==> config.mk <==
export PLATFORM = sky130hd
export DESIGN_NAME = osc_cfg
export DESIGN_NICKNAME = d
export VERILOG_FILES = /design/src/logic/osc_pkg.sv /design/src/logic/osc_decim_timer.sv /design/src/logic/osc_cfg.sv
export SDC_FILE = /design/constraint.sdc
export NUM_CORES = 1
export LEC_CHECK = 0
export ABC_AREA = 1
export BUFFER_PORTS_ARGS = -buffer_cell sky130_fd_sc_hd__buf_2
export CAP_MARGIN = 20
export CORE_MARGIN = 2
export CORE_UTILIZATION = 50
export DETAILED_ROUTE_END_ITERATION = 7
export HOLD_SLACK_MARGIN = 0.15
export PLACE_DENSITY = 0.73
export SYNTH_ARGS = -nofsm -noshare
export SYNTH_HDL_FRONTEND = slang
export SYNTH_SLANG_ARGS = --single-unit
==> constraint.sdc <==
create_clock -name clk -period 2.34 [get_ports clk]
set_clock_uncertainty 0.1 [all_clocks]
set_input_delay 0.468 -clock clk [delete_from_list [all_inputs] [get_ports clk]]
set_output_delay 0.468 -clock clk [all_outputs]
set_load 0.05 [all_outputs]
==> src/logic/osc_pkg.sv <==
package osc_pkg;

  // ---------------------------------------------------------------
  // Register map
  // ---------------------------------------------------------------
  localparam logic [7:0] OSC_MODULATOR_RATE_CONFIG_OFS = 8'h0E;
  localparam logic [7:0] OSC_CHANNEL_POWER_CONTROL_OFS = 8'h0F;
  localparam logic [7:0] OSC_MODULATOR_RATE_CONFIG_RST = 8'h86;
  localparam logic [7:0] OSC_CHANNEL_POWER_CONTROL_RST = 8'h00;

  // ---------------------------------------------------------------
  // Field layout
  // ---------------------------------------------------------------
  localparam int OSC_RATIO_SEL_LSB  = 0;
  localparam int OSC_RATIO_SEL_W    = 4;
  localparam int OSC_POWER_ON_LSB   = 0;
  localparam int OSC_POWER_ON_W     = 4;
  localparam logic [3:0] OSC_POWER_ALL_OFF = 4'h0;
  localparam logic [3:0] OSC_POWER_ALL_ON  = 4'hF;

  localparam int OSC_RATIO_W = 13;

  // Decimation ratio for each selection code
  function automatic logic [12:0] osc_ratio_of(input logic [3:0] sel);
    logic [12:0] r;
    r = 13'h0000;
    unique case (sel)
      4'h0: r = 13'd4096;
      4'h1: r = 13'd2048;
      4'h2: r = 13'd1024;
      4'h3: r = 13'd800;
      4'h4: r = 13'd768;
      4'h5: r = 13'd512;
      4'h6: r = 13'd400;
      4'h7: r = 13'd384;
      4'h8: r = 13'd256;
      4'h9: r = 13'd200;
      4'hA: r = 13'd192;
      4'hB: r = 13'd128;
      4'hC: r = 13'd96;
      4'hD: r = 13'd64;
      4'hE: r = 13'd48;
      4'hF: r = 13'd32;
    endcase
    return r;
  endfunction : osc_ratio_of

endpackage : osc_pkg

==> src/logic/osc_decim_timer.sv <==
`timescale 1ns/10ps
module osc_decim_timer
  import osc_pkg::*;
#(
  parameter int RATIO_W = OSC_RATIO_W
) (
  input  wire logic               clk,
  input  wire logic               rst,
  input  wire logic               run,
  input  wire logic [RATIO_W-1:0] ratio,
  output logic                    sample_strobe
);

  logic [RATIO_W-1:0] count_r;

  // ---------------------------------------------------------------
  // Modulator clock counter
  // ---------------------------------------------------------------
  // Restarts when stopped so the first sample after power-up takes a full ratio
  always_ff @(posedge clk)
  begin
    if (rst || !run)
      count_r <= '0;
    else if (count_r >= ratio - RATIO_W'(1))
      count_r <= '0;
    else
      count_r <= count_r + RATIO_W'(1);
  end

  always_ff @(posedge clk)
  begin
    if (rst || !run)
      sample_strobe <= 1'b0;
    else
      sample_strobe <= (count_r >= ratio - RATIO_W'(1));
  end

endmodule : osc_decim_timer

==> src/logic/osc_cfg.sv <==
`timescale 1ns/10ps
module osc_cfg
  import osc_pkg::*;
#(
  parameter int CHANNELS = 4
) (
  input  wire logic                      clk,
  input  wire logic                      rst,
  input  wire logic [7:0]                reg_addr,
  input  wire logic [7:0]                reg_wdata,
  input  wire logic                      reg_wr,
  input  wire logic                      reg_rd,
  output logic      [7:0]                reg_rdata,
  output logic      [OSC_RATIO_SEL_W-1:0] decimation_ratio_sel,
  output logic      [OSC_RATIO_W-1:0]    decimation_ratio,
  output logic      [CHANNELS-1:0]       channel_power_on,
  output logic                           sample_strobe
);

  logic [7:0] modulator_rate_config_r;
  logic [7:0] channel_power_control_r;
  logic       all_on;

  // ---------------------------------------------------------------
  // Register writes
  // ---------------------------------------------------------------
  // Whole bytes are kept so reserved bits read back as written
  always_ff @(posedge clk)
  begin
    if (rst)
      modulator_rate_config_r <= OSC_MODULATOR_RATE_CONFIG_RST;
    else if (reg_wr && reg_addr == OSC_MODULATOR_RATE_CONFIG_OFS)
      modulator_rate_config_r <= reg_wdata;
  end

  always_ff @(posedge clk)
  begin
    if (rst)
      channel_power_control_r <= OSC_CHANNEL_POWER_CONTROL_RST;
    else if (reg_wr && reg_addr == OSC_CHANNEL_POWER_CONTROL_OFS)
      channel_power_control_r <= reg_wdata;
  end

  // ---------------------------------------------------------------
  // Register reads
  // ---------------------------------------------------------------
  always_ff @(posedge clk)
  begin
    if (rst)
      reg_rdata <= 8'h00;
    else if (reg_rd)
    begin
      unique case (reg_addr)
        OSC_MODULATOR_RATE_CONFIG_OFS: reg_rdata <= modulator_rate_config_r;
        OSC_CHANNEL_POWER_CONTROL_OFS: reg_rdata <= channel_power_control_r;
        default:                       reg_rdata <= 8'h00;
      endcase
    end
    else
      reg_rdata <= 8'h00;
  end

  // ---------------------------------------------------------------
  // Channel power and rate
  // ---------------------------------------------------------------
  // Forbidden patterns are treated as off: only all ones powers up, a
  // safe choice since the host must not write anything else
  assign all_on = channel_power_control_r[OSC_POWER_ON_LSB +: OSC_POWER_ON_W]
                  == OSC_POWER_ALL_ON;

  always_ff @(posedge clk)
  begin
    if (rst)
      channel_power_on <= '0;
    else
      channel_power_on <= {CHANNELS{all_on}};
  end

  always_ff @(posedge clk)
  begin
    if (rst)
      decimation_ratio_sel <= OSC_MODULATOR_RATE_CONFIG_RST[OSC_RATIO_SEL_LSB +: OSC_RATIO_SEL_W];
    else
      decimation_ratio_sel <=
        modulator_rate_config_r[OSC_RATIO_SEL_LSB +: OSC_RATIO_SEL_W];
  end

  always_ff @(posedge clk)
  begin
    if (rst)
      decimation_ratio <= osc_ratio_of(OSC_MODULATOR_RATE_CONFIG_RST[3:0]);
    else
      decimation_ratio <= osc_ratio_of(decimation_ratio_sel);
  end

  // No conversions while powered down
  osc_decim_timer #(
    .RATIO_W (OSC_RATIO_W)
  ) u_timer (
    .clk           (clk),
    .rst           (rst),
    .run           (channel_power_on[0]),
    .ratio         (decimation_ratio),
    .sample_strobe (sample_strobe)
  );

endmodule : osc_cfg

==> run_results.csv <==
group,metric,value,unit
worst_setup_path,r2r-start,"decimation_ratio[4]$_SDFF_PP1_",
timing,setup_viol,9,
cts,clk_pin_slew,0.10,ns
cts,hold_buffers,0,
synth,syn_area,2640,µm²
hold_path,min_path_type,"primary input to register",
route,drt_iter0_markers,80,
worst_setup_path,worstSetupEndpoint,"u_timer.count_r[4]$_SDFF_PP0_",
worst_setup_path,r2r_slack,-0.03,ns
place,portBuffers,46,
route,postRouteAntennaNets,0,
cts,clkLatencyLatePin,0.31,ns
synth,synth_cells,334,
synth,syn_avg_cell_area,7.92,µm²
cts,cts-root-buf,"clkbuf_8",
layout,final_cell_mix,"nand2_1, dfxtp_1, buf_2",
route,finalWirelength,5510,µm
worst_setup_path,cp_max_fo,6,
timing,period_needed,2.37,ns
floorplan,dieArea,5890,µm²
synth,synth_edf_count,0,
synth,yosysWarnings,0,
layout,diodes,0,
synth,yosysSeqAreaShare,40.1,%
floorplan,dieHeight,76.7,µm
worst_setup_path,cp-start-kind,"register",
route,num_vias,2261,
worst_setup_path,critPathRequiredTime,2.48,ns
grt,grt_pass1_vias,2060,
timing,worst_slack,-0.0277,ns
worst_setup_path,path_class,"register to register",
floorplan,die_x,76.7,µm
floorplan,start_util,51.8,%
cts,clockBufferDepth,2,
synth,ys.flop_type,"dfxtp_1",
place,gp_congestion,0.794,
worst_setup_path,crit_path_end_kind,"register",
layout,drive_above_1_share,31.9,%
worst_setup_path,reg2reg_to,"u_timer.count_r[4]$_SDFF_PP0_",
grt,antenna_found_initial,0,
floorplan,core-area,5110,µm²
floorplan,ios,50,
timing,hold_viol,0,
layout,nets,421,
layout,area_delta_synth_final,19.2,%
cts,htree_levels,2,
floorplan,rows,26,
hold_path,min-delay-start,"reg_wdata[7]",
status,status,"complete, but fails checks",
pwr,vdd_drop_max,0.338,mV
route,drc_errors,0,
route,dr.pass1.iters,4,
timing,finalCritPeriodShare,101,%
worst_setup_path,cp_data_arrival_time,2.51,ns
grt,grt.total_usage,18.7,%
pwr,power,1.47,mW
synth,synth-seq-cells,53,
route,wl_per_cell,12.1,µm
timing,hold_slack,0.273,ns
layout,final_common_cell,"nand2_1",
synth,async_reset_ff_share,0,%
grt,grt_max_degree,20,
synth,synth.distinct_cells,36,
timing,rsz0062_at_grt,"yes",
timing,timing.fmax,422,MHz
job,max_cap_viol_count,0,
timing,finalMaxSlewViolations,0,
pwr,leakagePower,1.34,nW
worst_setup_path,r2r_cells,16,
place,dpl.hpwl,3960,µm
status,violations,"setup timing",
cts,cts_buffers,5,
layout,utilization,61.7,%
grt,grt_pass1_wl,9070,µm
cts,cts_sinks,53,
grt,grt_overflow,0,
pwr,power.density,465,nW/µm²
worst_setup_path,cp-startpoint,"decimation_ratio[4]$_SDFF_PP1_",
cts,tritoncts,"done",
route,vias_per_cell,4.97,
## layout make-up
class,instances,area [µm²]
clock buffers,6,72.6
clock inverters,2,15.0
fillers,457,1960
inverters,40,155
multi-input cells,228,1410
flip-flops and latches,53,1070
well taps,70,87.6
repair buffers,56,335
## report_power, final
part           internal [mW]  switching [mW]  total [mW]
Combinational         0.0157          0.0372      0.0529
Sequential             0.898        0.000573       0.899
Clock                  0.211           0.302       0.514
## sequential cells by signal, summed over array words and instances, names as in the netlist
signal and cells:
u_timer.sample_strobe 1, reg_rdata 8, channel_power_on 1, modulator_rate_config_r 8
decimation_ratio_sel 4, decimation_ratio 10, u_timer.count_r 13, channel_power_control_r 8
## metrics by stage
| step | cell area, µm² | TNS (ns) | cells | setup WS, ns |
|---|---|---|---|---|
| after detailed placement | 2910 | -0.467 | 442 | -0.0443 |
| after global routing | 3150 | -2.42 | 455 | -0.197 |
| final | 3150 | -0.115 | 455 | -0.0277 |
| after global placement | 2910 | 0 | 442 | 0.0323 |
| after CTS | 3010 | 0 | 450 | 0.0141 |
| after floorplan | 2660 | 0 | 336 | 0.00942 |
## worst min path at each step
stage	cells past startpoint	slack, ns	endpoint
finish	3	0.27	modulator_rate_config_r[7]$_SDFFE_PP1P_
detailed placement	2	0.34	decimation_ratio_sel[0]$_SDFF_PP0_
global placement	2	0.34	decimation_ratio_sel[0]$_SDFF_PP0_
global route	3	0.28	modulator_rate_config_r[7]$_SDFFE_PP1P_
floorplan	2	0.32	decimation_ratio_sel[0]$_SDFF_PP0_
CTS	3	0.27	modulator_rate_config_r[7]$_SDFFE_PP1P_
## cells by family (layout without fill, tap and decap cells)
kind of cell | Yosys count | count (layout) | share of synthesized area [%]
buffers and inverters | 55 | 104 | 10.3
and+or+nand+nor | 157 | 157 | 28.7
other | 1 | 3 | 0.142
adders and majority gates | 17 | 17 | 8.05
AOI/OAI and AO/OA | 37 | 37 | 8.00
DFF | 53 | 53 | 40.1
xor gates and xnor gates | 14 | 14 | 4.64
## metal layers
metal | routed length [µm] | global-route usage [%] | vias up
met5 | 0 | 0 | -
met4 | 57 | 5.09 | 0
met3 | 190 | 3.88 | 7
met2 | 2830 | 33.7 | 46
met1 | 2440 | 22.6 | 1049
li1 | - | - | 1159
## timing repair
action,4_1_cts,5_1_grt
gates resized for setup,4,23
endpoints found under the setup margin,13,14
buffers inserted,0,4
cloned,0,1
pin swaps,0,11
## cell usage after synthesis, types with 2 or more instances
cell | count | area, µm²
xor2_1 | 11 | 96.3
dfxtp_1 | 53 | 1060
nor4_1 | 2 | 12.5
nand2_1 | 71 | 267
nand2_2 | 10 | 62.6
nand3_1 | 21 | 105
or2_2 | 2 | 12.5
o21ai_0 | 4 | 20.0
nor2_1 | 21 | 78.8
nor3_1 | 4 | 20.0
a21oi_1 | 25 | 125
inv_2 | 3 | 11.3
buf_4 | 7 | 52.6
and2_4 | 2 | 17.5
inv_1 | 37 | 139
xnor2_1 | 3 | 26.3
nor2_2 | 12 | 75.1
nand4_1 | 4 | 25.0
ha_1 | 17 | 213
buf_2 | 3 | 15.0
a21oi_2 | 4 | 35.0
nand3_2 | 4 | 40.0
## critical path: stages (launching register included)
cell and delay (ns):
dfxtp_4 0.36, inv_4 0.07, nand2_4 0.05, nor2_4 0.11
nand3_2 0.08, nor2_2 0.14, nand2_1 0.08, xor2_1 0.15
ha_1 0.33, nand2_1 0.08, nand2_1 0.06, a21oi_2 0.10
nand2_1 0.07, nor2_2 0.14, nand3_2 0.15, clkbuf_16 0.20
nor2_4 0.06
Power figures use the tool's default switching activity.
